<file path="src/vtsd_pkg.sv">
// Constants, types and lookup functions for the video timing and standard detector.
package vtsd_pkg;
    localparam int WW = 13;
    localparam int LW = 11;
    typedef struct packed {
        logic [WW-1:0] words_line;
        logic [WW-1:0] active_words;
        logic [LW-1:0] lines_frame;
        logic [LW-1:0] active_lines;
    } vtsd_raster_t;
    typedef struct packed {
        logic ok;
        logic [WW-1:0] hfp;
        logic [7:0] hsw;
        logic [LW-1:0] vact;
        logic [3:0] vfp;
        logic [3:0] vsw;
    } vtsd_cea_t;
    // Register byte offsets.
    localparam logic [7:0] CTRL_OFS = 8'h00;
    localparam logic [7:0] PINSEL_OFS = 8'h04;
    localparam logic [7:0] STD_OFS = 8'h08;
    localparam logic [7:0] RWPL_OFS = 8'h0C;
    localparam logic [7:0] RAWL_OFS = 8'h10;
    localparam logic [7:0] RLPF_OFS = 8'h14;
    localparam logic [7:0] RALF_OFS = 8'h18;
    localparam int CTRL_HCFG_BIT = 0;
    localparam int CTRL_VFOLLOW_BIT = 1;
    localparam logic [1:0] CTRL_RST = 2'h0;
    localparam logic [23:0] PINSEL_RST = 24'h643210;
    localparam logic [3:0] SEL_H = 4'h0;
    localparam logic [3:0] SEL_V = 4'h1;
    localparam logic [3:0] SEL_F = 4'h2;
    localparam logic [3:0] SEL_LOCK = 4'h3;
    localparam int STANDARD_LOCKED_FLAG_BIT = 8;
    localparam int STD_INTL_BIT = 9;
    localparam int STD_FRAC_BIT = 10;
    localparam logic [7:0] TRS_ONES = 8'hFF;
    localparam logic [7:0] TRS_ZERO = 8'h00;
    localparam int XYZ_F = 8;
    localparam int XYZ_V = 7;
    localparam int XYZ_H = 6;
    localparam logic [LW-1:0] RASTER_UPDATE_LINE = 11'h00C;
    localparam logic [5:0] STD_UNK_HD = 6'h1D;
    localparam logic [5:0] STD_UNK_SD = 6'h1E;
    localparam logic [5:0] STD_RST = 6'h00;
    localparam int CLK_PERIOD_NS = 10;
    localparam int FRAC_WINDOW_NS = 1000000;
    localparam int FRAC_WINDOW_CYC = FRAC_WINDOW_NS / CLK_PERIOD_NS;
    // Midpoint between 74250 and 74250/1.001 words per window.
    localparam int FRAC_THRESH_WORDS = 74213;
    localparam int TRS_LOSS_WORDS = 8800;

    function automatic logic [5:0] vtsd_classify(input vtsd_raster_t r, input logic il);
        logic [5:0] c;
        c = (r.words_line == 13'h06B4 || r.words_line == 13'h06C0) ? STD_UNK_SD : STD_UNK_HD;
        unique case (r.lines_frame)
            11'h465: begin
                unique case (r.words_line)
                    13'h0898: c = (r.active_lines == 11'h40B) ? 6'h15 : (il ? 6'h0A : 6'h0B);
                    13'h0A50: c = (r.active_words == 13'h0900) ? (il ? 6'h0F : 6'h0E)
                                                                : (il ? 6'h0C : 6'h0D);
                    13'h0ABE: c = (r.active_words == 13'h0960) ? (il ? 6'h13 : 6'h12)
                                                                : (il ? 6'h11 : 6'h10);
                    default: c = STD_UNK_HD;
                endcase
            end
            11'h4E2: c = 6'h14;
            11'h2EE: begin
                unique case (r.words_line)
                    13'h0672: c = (r.active_words == 13'h05A0) ? 6'h01 : 6'h00;
                    13'h07BC: c = (r.active_words == 13'h06C0) ? 6'h05 : 6'h04;
                    13'h0CE4: c = (r.active_words == 13'h0B40) ? 6'h03 : 6'h02;
                    13'h0F78: c = (r.active_words == 13'h0D80) ? 6'h07 : 6'h06;
                    13'h101D: c = (r.active_words == 13'h0E10) ? 6'h09 : 6'h08;
                    default: c = STD_UNK_HD;
                endcase
            end
            11'h20D: c = (r.active_words != 13'h05A0) ? 6'h19 :
                         (r.active_lines == 11'h1E7) ? 6'h16 :
                         (r.active_lines == 11'h1FB) ? 6'h17 : 6'h19;
            11'h271: c = (r.active_words == 13'h05A0) ? 6'h18 : 6'h1A;
            default: c = c;
        endcase
        return c;
    endfunction : vtsd_classify

    function automatic vtsd_cea_t vtsd_cea_lookup(input logic [5:0] c);
        vtsd_cea_t t;
        t = '0;
        unique case (c)
            6'h16, 6'h17, 6'h19, 6'h1B: t = '{1'b1, 13'h0026, 8'h7C, 11'h0F0, 4'h4, 4'h3};
            6'h18, 6'h1A: t = '{1'b1, 13'h0018, 8'h7E, 11'h120, 4'h2, 4'h3};
            6'h20, 6'h00: t = '{1'b1, 13'h006E, 8'h28, 11'h2D0, 4'h5, 4'h5};
            6'h24, 6'h04: t = '{1'b1, 13'h01B8, 8'h28, 11'h2D0, 4'h5, 4'h5};
            6'h2A, 6'h0A: t = '{1'b1, 13'h0058, 8'h2C, 11'h21C, 4'h2, 4'h5};
            6'h2C, 6'h0C: t = '{1'b1, 13'h0210, 8'h2C, 11'h21C, 4'h2, 4'h5};
            6'h2B, 6'h0B: t = '{1'b1, 13'h0058, 8'h2C, 11'h438, 4'h4, 4'h5};
            6'h2D, 6'h0D: t = '{1'b1, 13'h0210, 8'h2C, 11'h438, 4'h4, 4'h5};
            6'h30, 6'h10: t = '{1'b1, 13'h027E, 8'h2C, 11'h438, 4'h4, 4'h5};
            default: t = '0;
        endcase
        return t;
    endfunction : vtsd_cea_lookup
endpackage : vtsd_pkg

</file>
<file path="src/vtsd_top.sv">
// Video timing extractor and standard detector with an APB register slave.
//
// Local design decisions: the register addresses and the APB interface to the registers.
module vtsd_top import vtsd_pkg::*; #(
    parameter int FRAC_WIN_CYC = FRAC_WINDOW_CYC,
    parameter int FRAC_THRESH = FRAC_THRESH_WORDS,
    parameter int TRS_LOSS = TRS_LOSS_WORDS
) (
    // Clock and reset
    input wire logic clk_in,
    input wire logic rst_n_in,
    // Video word stream
    input wire logic video_valid_in,
    input wire logic [9:0] video_word_in,
    // Mode pins
    input wire logic cea_timing_select_pin_in,
    input wire logic processing_bypass_pin_in,
    // APB slave
    input wire logic psel_in,
    input wire logic penable_in,
    input wire logic pwrite_in,
    input wire logic [7:0] paddr_in,
    input wire logic [31:0] pwdata_in,
    output logic [31:0] prdata_out,
    output logic pready_out,
    output logic pslverr_out,
    // Status pins
    output logic [5:0] status_out
);
    localparam int CW = $clog2(FRAC_WIN_CYC + 1);
    localparam int LCW = $clog2(TRS_LOSS + 1);

    if (FRAC_WIN_CYC < 2 || FRAC_THRESH >= FRAC_WIN_CYC || TRS_LOSS < 8) begin : g_chk
        $error("vtsd_top: unusable parameter values");
    end

    logic [9:0] w1_q, w2_q, w3_q;
    logic is_xyz, eav, sav;
    logic [WW-1:0] samp_q, sav_pos_q;
    logic v_q, f_q, fseen_q, fld_f_q, v_rise;
    logic h_line_q, h_trs_q;
    logic [1:0] h_hold_q;
    logic [LW-1:0] lines_cnt_q, act_cnt_q, frame_line_q, fl_q;
    vtsd_raster_t line_meas_q, meas_q;
    logic meas_il_q;
    logic frame_start;
    logic [5:0] cand_code, prev_code_q;
    logic [1:0] frames_q;
    logic cand_lock;
    vtsd_raster_t raster_q;
    logic [5:0] code_q;
    logic lock_q, intl_q, frac_q;
    logic [CW-1:0] win_q, wcnt_q;
    logic frac_meas_q;
    logic [LCW-1:0] loss_q;
    logic trs_present_q;
    logic trs_drop;
    logic [1:0] ctrl_q;
    logic [23:0] pinsel_q;
    vtsd_cea_t cea;
    logic hs, vs, de, de_line;
    logic [WW-1:0] hs_end;
    logic [LW-1:0] vs_start, vs_end;
    logic [2:0] tim_d;
    logic [3:0] sig_vec;
    logic [5:0] status_d;
    logic publish;

    // Prefix matched on upper eight bits.
    assign is_xyz = video_valid_in && w3_q[9:2] == TRS_ONES && w2_q[9:2] == TRS_ZERO
                    && w1_q[9:2] == TRS_ZERO && video_word_in[9];
    assign eav = is_xyz && video_word_in[XYZ_H];
    assign sav = is_xyz && !video_word_in[XYZ_H];

    always_ff @(posedge clk_in) begin
        if (!rst_n_in) begin
            w1_q <= 10'h000;
            w2_q <= 10'h000;
            w3_q <= 10'h000;
        end else if (video_valid_in) begin
            w1_q <= video_word_in;
            w2_q <= w1_q;
            w3_q <= w2_q;
        end
    end

    always_ff @(posedge clk_in) begin
        if (!rst_n_in) begin
            samp_q <= '0;
            sav_pos_q <= '0;
            h_line_q <= 1'b0;
            h_trs_q <= 1'b0;
            h_hold_q <= 2'h0;
        end else begin
            if (eav) begin
                samp_q <= '0;
            end else if (video_valid_in) begin
                samp_q <= samp_q + 1'b1;
            end
            if (sav) begin
                sav_pos_q <= samp_q;
            end
            if (eav) begin
                h_line_q <= 1'b1;
            end else if (sav) begin
                h_line_q <= 1'b0;
            end
            if (eav) begin
                h_trs_q <= 1'b1;
                h_hold_q <= 2'h0;
            end else if (sav) begin
                h_hold_q <= 2'h3;
            end else if (video_valid_in && h_hold_q != 2'h0) begin
                h_hold_q <= h_hold_q - 2'h1;
                if (h_hold_q == 2'h1) begin
                    h_trs_q <= 1'b0;
                end
            end
        end
    end

    // F is tracked per field so that progressive input still frames after interlaced input.
    assign v_rise = eav && !v_q && video_word_in[XYZ_V];
    assign frame_start = v_rise && (video_word_in[XYZ_F] || !fld_f_q);

    always_ff @(posedge clk_in) begin
        if (!rst_n_in) begin
            v_q <= 1'b0;
            f_q <= 1'b0;
            fseen_q <= 1'b0;
            fld_f_q <= 1'b0;
            lines_cnt_q <= '0;
            act_cnt_q <= '0;
            frame_line_q <= '0;
            fl_q <= '0;
            line_meas_q <= '0;
            meas_q <= '0;
            meas_il_q <= 1'b0;
        end else if (eav) begin
            v_q <= video_word_in[XYZ_V];
            f_q <= video_word_in[XYZ_F];
            fld_f_q <= v_rise ? video_word_in[XYZ_F] : fld_f_q | video_word_in[XYZ_F];
            line_meas_q.words_line <= samp_q + 1'b1;
            line_meas_q.active_words <= samp_q - sav_pos_q - 13'h0003;
            fl_q <= (v_q && !video_word_in[XYZ_V]) ? '0 : fl_q + 1'b1;
            if (frame_start) begin
                meas_q <= '{line_meas_q.words_line, line_meas_q.active_words,
                            lines_cnt_q, act_cnt_q};
                meas_il_q <= fseen_q;
                fseen_q <= video_word_in[XYZ_F];
                lines_cnt_q <= 11'h001;
                act_cnt_q <= '0;
                frame_line_q <= 11'h001;
            end else begin
                fseen_q <= fseen_q | video_word_in[XYZ_F];
                lines_cnt_q <= lines_cnt_q + 1'b1;
                act_cnt_q <= act_cnt_q + {10'h000, !video_word_in[XYZ_V]};
                frame_line_q <= frame_line_q + 1'b1;
            end
        end
    end

    assign cand_code = vtsd_classify(meas_q, meas_il_q);
    // Two matching frames, supported code, TRS present.
    assign cand_lock = trs_present_q && frames_q == 2'h2 && cand_code == prev_code_q
                       && cand_code != STD_UNK_HD && cand_code != STD_UNK_SD;
    assign publish = eav && frame_line_q == RASTER_UPDATE_LINE;

    always_ff @(posedge clk_in) begin
        if (!rst_n_in) begin
            prev_code_q <= STD_RST;
            frames_q <= 2'h0;
        end else if (frame_start) begin
            prev_code_q <= cand_code;
            frames_q <= (frames_q == 2'h2) ? frames_q : frames_q + 2'h1;
        end else if (!trs_present_q) begin
            frames_q <= 2'h0;
        end
    end

    // Cleared at reset and in bypass.
    always_ff @(posedge clk_in) begin
        if (!rst_n_in || !processing_bypass_pin_in) begin
            raster_q <= '0;
            code_q <= STD_RST;
            lock_q <= 1'b0;
            intl_q <= 1'b0;
        end else if (!trs_present_q || trs_drop) begin
            // Lock falls on the same edge as TRS presence, never a cycle later.
            lock_q <= 1'b0;
        end else if (publish) begin
            raster_q <= meas_q;
            code_q <= cand_code;
            lock_q <= cand_lock;
            intl_q <= meas_il_q;
        end
    end

    // Word rate over a fixed window; SD rates follow the line count.
    always_ff @(posedge clk_in) begin
        if (!rst_n_in) begin
            win_q <= '0;
            wcnt_q <= '0;
            frac_meas_q <= 1'b0;
            frac_q <= 1'b0;
        end else begin
            if (win_q == CW'(FRAC_WIN_CYC - 1)) begin
                win_q <= '0;
                wcnt_q <= '0;
                frac_meas_q <= wcnt_q < CW'(FRAC_THRESH);
            end else begin
                win_q <= win_q + 1'b1;
                wcnt_q <= wcnt_q + {{(CW - 1){1'b0}}, video_valid_in};
            end
            if (publish) begin
                frac_q <= (meas_q.lines_frame == 11'h20D) ? 1'b1 :
                          (meas_q.lines_frame == 11'h271) ? 1'b0 : frac_meas_q;
            end
        end
    end

    // Loss watchdog counts words since last TRS.
    assign trs_drop = video_valid_in && !is_xyz && loss_q == LCW'(TRS_LOSS - 1);
    always_ff @(posedge clk_in) begin
        if (!rst_n_in) begin
            loss_q <= '0;
            trs_present_q <= 1'b0;
        end else if (is_xyz) begin
            loss_q <= '0;
            trs_present_q <= 1'b1;
        end else if (video_valid_in) begin
            if (loss_q == LCW'(TRS_LOSS - 1)) begin
                trs_present_q <= 1'b0;
            end else begin
                loss_q <= loss_q + 1'b1;
            end
        end
    end

    assign cea = vtsd_cea_lookup(code_q);
    assign hs_end = cea.hfp + {5'h00, cea.hsw};
    assign vs_start = cea.vact + {7'h00, cea.vfp};
    assign vs_end = vs_start + {7'h00, cea.vsw};
    assign hs = samp_q >= cea.hfp && samp_q < hs_end;
    assign vs = fl_q >= vs_start && fl_q < vs_end;
    // Vertical blanking from TRS when selected.
    assign de_line = ctrl_q[CTRL_VFOLLOW_BIT] ? !v_q : fl_q < cea.vact;
    assign de = !h_line_q && de_line;

    // CEA sync replaces H, V, F.
    assign tim_d = !trs_present_q ? 3'h0 :
                   cea_timing_select_pin_in ? ((cea.ok && lock_q) ? {de, vs, hs} : 3'h0) :
                   {f_q, v_q, ctrl_q[CTRL_HCFG_BIT] ? h_trs_q : h_line_q};
    assign sig_vec = {lock_q, tim_d};

    // Per-pin routing, default H, V, F.
    for (genvar i = 0; i < 6; i++) begin : g_pin
        logic [3:0] sel;
        assign sel = pinsel_q[4 * i +: 4];
        assign status_d[i] = (sel <= SEL_LOCK) ? sig_vec[sel[1:0]] : 1'b0;
    end

    always_ff @(posedge clk_in) begin
        if (!rst_n_in) begin
            status_out <= 6'h00;
        end else begin
            status_out <= status_d;
        end
    end

    // APB slave: one wait state, answer registered.
    logic apb_access, apb_take, addr_ok;
    logic [31:0] rd_d;
    assign apb_access = psel_in && penable_in && !pready_out;
    assign apb_take = psel_in && penable_in && pready_out;
    assign addr_ok = paddr_in == CTRL_OFS || paddr_in == PINSEL_OFS || paddr_in == STD_OFS
                     || paddr_in == RWPL_OFS || paddr_in == RAWL_OFS
                     || paddr_in == RLPF_OFS || paddr_in == RALF_OFS;
    assign rd_d = (paddr_in == CTRL_OFS) ? {30'h0, ctrl_q} :
                  (paddr_in == PINSEL_OFS) ? {8'h00, pinsel_q} :
                  (paddr_in == STD_OFS) ? {21'h0, frac_q, intl_q, lock_q, 2'h0, code_q} :
                  (paddr_in == RWPL_OFS) ? {19'h0, raster_q.words_line} :
                  (paddr_in == RAWL_OFS) ? {19'h0, raster_q.active_words} :
                  (paddr_in == RLPF_OFS) ? {21'h0, raster_q.lines_frame} :
                  (paddr_in == RALF_OFS) ? {21'h0, raster_q.active_lines} : 32'h0;

    always_ff @(posedge clk_in) begin
        if (!rst_n_in) begin
            pready_out <= 1'b0;
            pslverr_out <= 1'b0;
            prdata_out <= 32'h0;
        end else begin
            pready_out <= apb_access;
            pslverr_out <= apb_access && !addr_ok;
            prdata_out <= (apb_access && !pwrite_in) ? rd_d : 32'h0;
        end
    end

    always_ff @(posedge clk_in) begin
        if (!rst_n_in) begin
            ctrl_q <= CTRL_RST;
            pinsel_q <= PINSEL_RST;
        end else if (apb_take && pwrite_in) begin
            if (paddr_in == CTRL_OFS) begin
                ctrl_q <= pwdata_in[1:0];
            end
            if (paddr_in == PINSEL_OFS) begin
                pinsel_q <= pwdata_in[23:0];
            end
        end
    end
endmodule : vtsd_top

</file>
<file path="config.mk">
export PLATFORM = sky130hd
export DESIGN_NAME = vtsd_top
export DESIGN_NICKNAME = d
export VERILOG_FILES = /design/src/vtsd_pkg.sv /design/src/vtsd_top.sv
export SDC_FILE = /design/constraint.sdc
export NUM_CORES = 1
export LEC_CHECK = 0
export BUFFER_PORTS_ARGS = -buffer_cell sky130_fd_sc_hd__buf_2
export CORE_UTILIZATION = 65
export CTS_BUF_LIST = sky130_fd_sc_hd__clkbuf_2
export CTS_CLUSTER_SIZE = 14
export DETAILED_ROUTE_END_ITERATION = 10
export HOLD_SLACK_MARGIN = 0.08
export PLACE_DENSITY = 0.84
export REMOVE_ABC_BUFFERS = 1
export SLEW_MARGIN = 40
export SYNTH_ARGS = -nofsm -noshare
export SYNTH_HDL_FRONTEND = slang
export SYNTH_SLANG_ARGS = --single-unit
</file>
<file path="constraint.sdc">
create_clock -name clk_in -period 6.7 [get_ports clk_in]
set_input_delay 2.01 -clock clk_in [delete_from_list [all_inputs] [get_ports clk_in]]
set_output_delay 2.01 -clock clk_in [all_outputs]
set_load 0.03 [all_outputs]
</file>
==> reports/metrics.cfg, run 1 <==
[run_status]
status = completed

[synthesis]
synth_ff_type = dfxtp_1
synth.ff_latch_count = 370
synth_edf_count = 0
yosysSeqAreaShare_pct = 39.5
syn_area_mm2 = 0.0187
syn_avg_cell_area_um2 = 8.49
syn_inst = 2207
yosys_warnings = 0
synthDistinctLibCells = 92
async_reset_ff_share_pct = 0

[run]
cap_viol_max_count = 0

[final_layout]
final_cell_area_mm2 = 0.0202
final_nets = 2452
synthToLayoutAreaGrowth_pct = 7.61
nFillCells = 2262
drive_gt1_share_pct = 12.3

[worst_setup_path]
r2r-start = meas_q[37]
crit_chain = buf_2 > nor4bb_1 > nand4_1 > buf_4 > nor2_1 > and3_1 > nor2_1 > a211oi_4 > inv_1 > ha_1 > or3_1 > nor3b_2 > nand3_1
crit_path_start = video_valid_in
crit_arrival_ns = 5.15
crit_fanout = 11
critical_path_class = input pin to flop
cp-end-kind = flop
start_kind = input pin
critPathSlowestCell = a211oi_4
crit_required_ns = 7.51
max_stage_delay_ns = 0.57
cp_common_cell = nor2_1

[cts]
clockRootBuffer = clkbuf_2
clk_pin_slew_ns = 0.10
post_cts_resize_count = 0
clock-sinks = 370
cts-buffers-inserted = 92
cts_setup_buffers = 0
cts_max_level = 3
cts_tree = done
clockBufferDepth = 3
clk_latency_ns = 0.90
cts-hold-fix-buffers = 0

[floorplan]
fp.dieH_um = 172
core_mm2 = 0.0281
num_rows = 61
die_w_um = 172
num_io_pins = 98
initial_core_util_pct = 66.7
die-area_mm2 = 0.0295

[timing]
fin_crit_ns = 4.34
tightest_slew_ns = 0.783
final.period_utilization_pct = 64.8
slew_violations = 0
skew_ns = 0.0544
setup_tns_ns = 0
slew_headroom_pct = 47.7
rsz0062_at_grt = no
setup-violations-final = 0
fmax_mhz = 230
hold_violations = 0

[route]
remaining_drc_errors = 0
wl_per_cell_um = 16.7
firstDrtPassIters = 6
finalWirelength_um = 45700
drtAntennaViolNets = 0
vias_per_cell = 5.90
drtIter0Drc = 1310
vias = 16200

[power_and_ir_drop]
leakage_nw = 8.07
irDropWorstVdd_v = 0.000140
power_per_cell_area_mw_per_mm2 = 192

[hold_path]
hp-class = flop to flop
hp-start = raster_q[38]

[grt]
grtUsageTotal_pct = 31.2
use_met3_pct = 6.05
grtUsageMet2_pct = 51.4
grt_pass1_wl_um = 73800
grt_pass1_vias = 15200
busiest_layer = met2
use_met1_pct = 40.0
grt.overflow.total = 0
grt_max_degree = 61
antenna_found_initial = 1

[place]
placed_area_mm2 = 0.0193
port_buffers = 79
dp_hpwl_um = 32500
gp_congestion = 0.963

-- path summary, 6_finish.rpt --
| path | endpoint | slack [ns] | cells after the start |
|---|---|---|---|
| hold / removal | raster_q[38] | 0.46 | 2 |
| hold reg to reg | raster_q[38] | 0.46 | 2 |
| setup / recovery | cea[24] | 2.36 | 13 |
| setup reg to reg | cea[24] | 2.85 | 11 |
-- synth_stat cells (all sizes together) (27+ instances only) --
cell type / n / share of area (%)
ha: 98 / 6.5
o21ai: 74 / 2.0
xnor2: 61 / 2.9
a21oi: 94 / 2.5
nand2: 388 / 7.8
and3: 27 / 0.90
nand3: 72 / 1.9
a21boi: 87 / 3.5
nor2b: 54 / 1.8
clkbuf: 92 / 1.8
dfxtp: 370 / 40
nor3: 30 / 0.86
xor2: 69 / 3.2
inv: 94 / 1.9
nor2: 174 / 3.5
nand4: 45 / 1.5
mux2i: 53 / 2.8
-- layout by cell type, fill, tap and decap left out, drive strengths merged, types with 12 or more instances in the layout --
| cell | count |
|---|---|
| buf | 96 |
| dfxtp | 370 |
| clkbuf | 132 |
| nor2 | 174 |
| or3 | 14 |
| a22oi | 18 |
| and2 | 22 |
| ha | 98 |
| nor2b | 54 |
| inv | 95 |
| o21ai | 74 |
| xor2 | 69 |
| nand3 | 72 |
| xnor2 | 61 |
| nor4 | 13 |
| a21boi | 87 |
| a21oi | 94 |
| nand4 | 45 |
| nor3 | 30 |
| o211a | 18 |
| nand2b | 15 |
| a21o | 13 |
| clkinv | 20 |
| a211oi | 14 |
| or4 | 12 |
| mux2i | 53 |
| nand2 | 388 |
| o211ai | 15 |
| and3 | 27 |
-- power by group --
group	total, mW	internal (mW)	switching (mW)
clock network	1.50	0.602	0.900
logic	0.138	0.0518	0.0858
registers	2.22	2.21	0.0118
-- critical path: cells and delay by family --
kind	cells	cell delay, ns
simple gates	8	1.79
compound gates	1	0.57
buf+inv	3	0.47
fa+ha+maj	1	0.32
-- stage by stage --
stage / setup WS (ns) / util, % / std cells / power (mW) / hold WS (ns)
floorplan: -0.472 / - / 2103 / 2.34 / 0.428
global placement: 1.58 / 68.7 / 2577 / 2.40 / 0.435
detailed placement: 1.53 / 68.8 / 2577 / 2.41 / 0.443
CTS: 2.45 / 71.7 / 2735 / 3.89 / 0.449
global route: 2.27 / 71.8 / 2736 / 4.03 / 0.478
finish: 2.36 / 71.8 / 2736 / 3.86 / 0.456
-- layer usage --
layer  part of all wire (%)  vias to the layer above
met2                     46                      588
met4                    2.7                        0
met1                     43                     7620
met5                      0                        -
li1                       -                     7857
met3                    7.8                       88
-- cell families (layout without fill, tap and decap cells) --
family,count (synthesis),count (layout),synth area share (%)
other,1,9,0.0200
muxes,61,61,3.43
xor gates and xnor gates,130,130,6.08
DFF,370,370,39.5
and+or+nand+nor,943,943,24.9
adders and majority gates,101,101,6.86
AOI/OAI and AO/OA,396,396,14.8
buffers and inverters,205,348,4.43
-- state kept, by name, summed over array words and instances (netlist names), 5 cells and up --
signal        cells
line_meas_q      26
cea              22
frame_line_q     11
w3_q              8
pinsel_q         24
fl_q             11
status_out        6
raster_q         48
prev_code_q       5
wcnt_q           17
samp_q           13
win_q            17
meas_q           48
w1_q              8
loss_q           14
prdata_out       24
act_cnt_q        11
sav_pos_q        13
code_q            5
w2_q              8
lines_cnt_q      11
-- cell type report --
cell class	count	area, um2	share of cell area [%]
clock buffer	132	661	3.28
tap	378	473	2.35
timing repair buffer	96	526	2.61
inverter	94	355	1.76
antenna	1	2.50	0.0124
sequential	370	7410	36.7
clock inverter	26	164	0.813
multi-input combinational	1639	10600	52.4
Note: power is estimated with default switching activity, not from simulation.
==> inputs of run 2 (changes only) <==
- CORE_UTILIZATION: 65 -> 58
- PLACE_DENSITY: 0.84 -> 0.79
- clock period: 6.7 -> 3.79 ns (I/O delays scaled with it)
==> reports/metrics.cfg, run 2 (synthesis gave the netlist of run 1 again) <==
[worst_setup_path]
crit_fanout = 7
crit_path_start = meas_q[20]
critPathCapture = cea[24]
critPathSlowestCell = or4_1
critPathBufInv = 1
rrSetupSlack_ns = 0.31
crit_cells = 11
crit_required_ns = 4.72
crit_chain = nand4b_1 > or4_1 > o211ai_1 > nor2_1 > a2111oi_4 > a211oi_4 > inv_1 > ha_1 > or3_1 > nor3b_2 > nand3_1
max_stage_delay_ns = 0.64
reg2reg_to = cea[24]
critical_path_class = flop to flop
reg2regPathDepth = 11
crit_family = simple AND/OR/NAND/NOR gates
cp-end-kind = flop
start_kind = flop
crit_arrival_ns = 4.41
r2r-start = meas_q[20]

[grt]
grt.overflow.total = 0
grt_pass1_vias = 15600
grt_pass1_wl_um = 75800
grt_max_degree = 121
antenna_found_initial = 1
grtUsageTotal_pct = 28.0

[cts]
clockRootBuffer = clkbuf_2
cts_tree = done
clk_latency_ns = 1.00
cts-buffers-inserted = 93
clk_pin_slew_ns = 0.11
clock-sinks = 370
cts_max_level = 3
cts-hold-fix-buffers = 0
post_cts_resize_count = 0
clockBufferDepth = 3
cts_setup_buffers = 0

[run_status]
status = completed

[power_and_ir_drop]
irDropWorstVdd_v = 0.000231
power_per_cell_area_mw_per_mm2 = 339
finalPower_mw = 6.96
leakage_nw = 8.29

[timing]
fmax_mhz = 288
hold_ws_ns = 0.378
final.period_utilization_pct = 91.7
tightest_slew_ns = 0.650
rsz0062_at_grt = no
setup-violations-final = 0
fin_crit_ns = 3.48
hold_violations = 0
slew_violations = 0
skew_ns = 0.0696
slew_headroom_pct = 56.3

[floorplan]
initial_core_util_pct = 59.2
die-area_mm2 = 0.0330
num_rows = 65
core_mm2 = 0.0316
num_io_pins = 98
fp.dieH_um = 182
die_w_um = 182

[place]
dp_hpwl_um = 33000
port_buffers = 79
gp_congestion = 0.975
dpl.cell_count = 2636
placed_area_mm2 = 0.0197

[final_layout]
final_cells = 2796
drive_gt1_share_pct = 13.3
reg.largest.list = meas_q: 48 flops, raster_q: 48 flops, line_meas_q: 26 flops
nFillCells = 2754
mostFrequentLayoutCells = nand2_1 (387), dfxtp_1 (370), nor2_1 (173)
final_common_cell = nand2_1
final_nets = 2488
synthToLayoutAreaGrowth_pct = 9.52
final_cell_area_mm2 = 0.0205
utilization_pct = 64.9

[route]
drtAntennaViolNets = 0
vias_per_cell = 5.79
drtIter0Drc = 1178
wl_per_cell_um = 16.4
finalWirelength_um = 45900
vias = 16200
remaining_drc_errors = 0
firstDrtPassIters = 6

[hold_path]
hp-class = input pin to flop

[run]
cap_viol_max_count = 0

-- run 2: cell types whose count changed in the layout (fill, tap and decap cells not counted), sizes merged --
| cell | delta |
|---|---|
| clkbuf | -8 |
| inv | +1 |
| buf | +35 |
| clkinv | +9 |
| clkinvlp | -3 |
| bufinv | +2 |
-- run 2: worst min path at each step --
stage                             start            to  slack [ns]  depth (start not counted)
final                     pwdata_in[18]  pinsel_q[18]        0.38                          3
after global routing      pwdata_in[18]  pinsel_q[18]        0.32                          3
after CTS                 pwdata_in[18]  pinsel_q[18]        0.29                          3
after detailed placement   raster_q[36]  raster_q[36]        0.44                          2
after global placement     raster_q[43]  raster_q[43]        0.44                          2
after floorplan            raster_q[38]  raster_q[38]        0.43                          2
-- run 2: through the flow --
step,TNS [ns],setup slack (ns)
global route,0,0.0145
finish,0,0.313
detailed placement,-0.101,-0.0630
CTS,0,0.334
floorplan,-156.36,-2.51
global placement,-0.0221,-0.0201
-- run 2: tightest hold or removal path: stages --
cell,delay [ns]
buf_2,0.08
nand2_1,0.04
nand3_1,0.07
-- run 2: layer usage --
metal  global-route usage (%)  part of all wire [%]
met1                     35.9                    45
met2                     47.1                    47
met3                     5.44                   6.0
met4                     9.56                   2.2
met5                        0                     0
-- run 2: final cells by class --
| type | instances | area [um2] | area share, % |
|---|---|---|---|
| diodes | 1 | 2.50 | 0.0122 |
| clock buffers | 124 | 621 | 3.02 |
| clock inverters | 35 | 246 | 1.20 |
| inverters | 94 | 355 | 1.73 |
| multi-input cells | 1639 | 10500 | 51.4 |
| flip-flops and latches | 370 | 7410 | 36.1 |
| well taps | 402 | 503 | 2.45 |
| repair buffers | 131 | 838 | 4.09 |
-- run 2: power breakdown --
part / total (mW) / internal, mW / switching [mW]
registers: 3.93 / 3.91 / 0.0196
logic: 0.249 / 0.0982 / 0.151
clock network: 2.79 / 1.16 / 1.62
total: 6.96 / 5.17 / 1.79
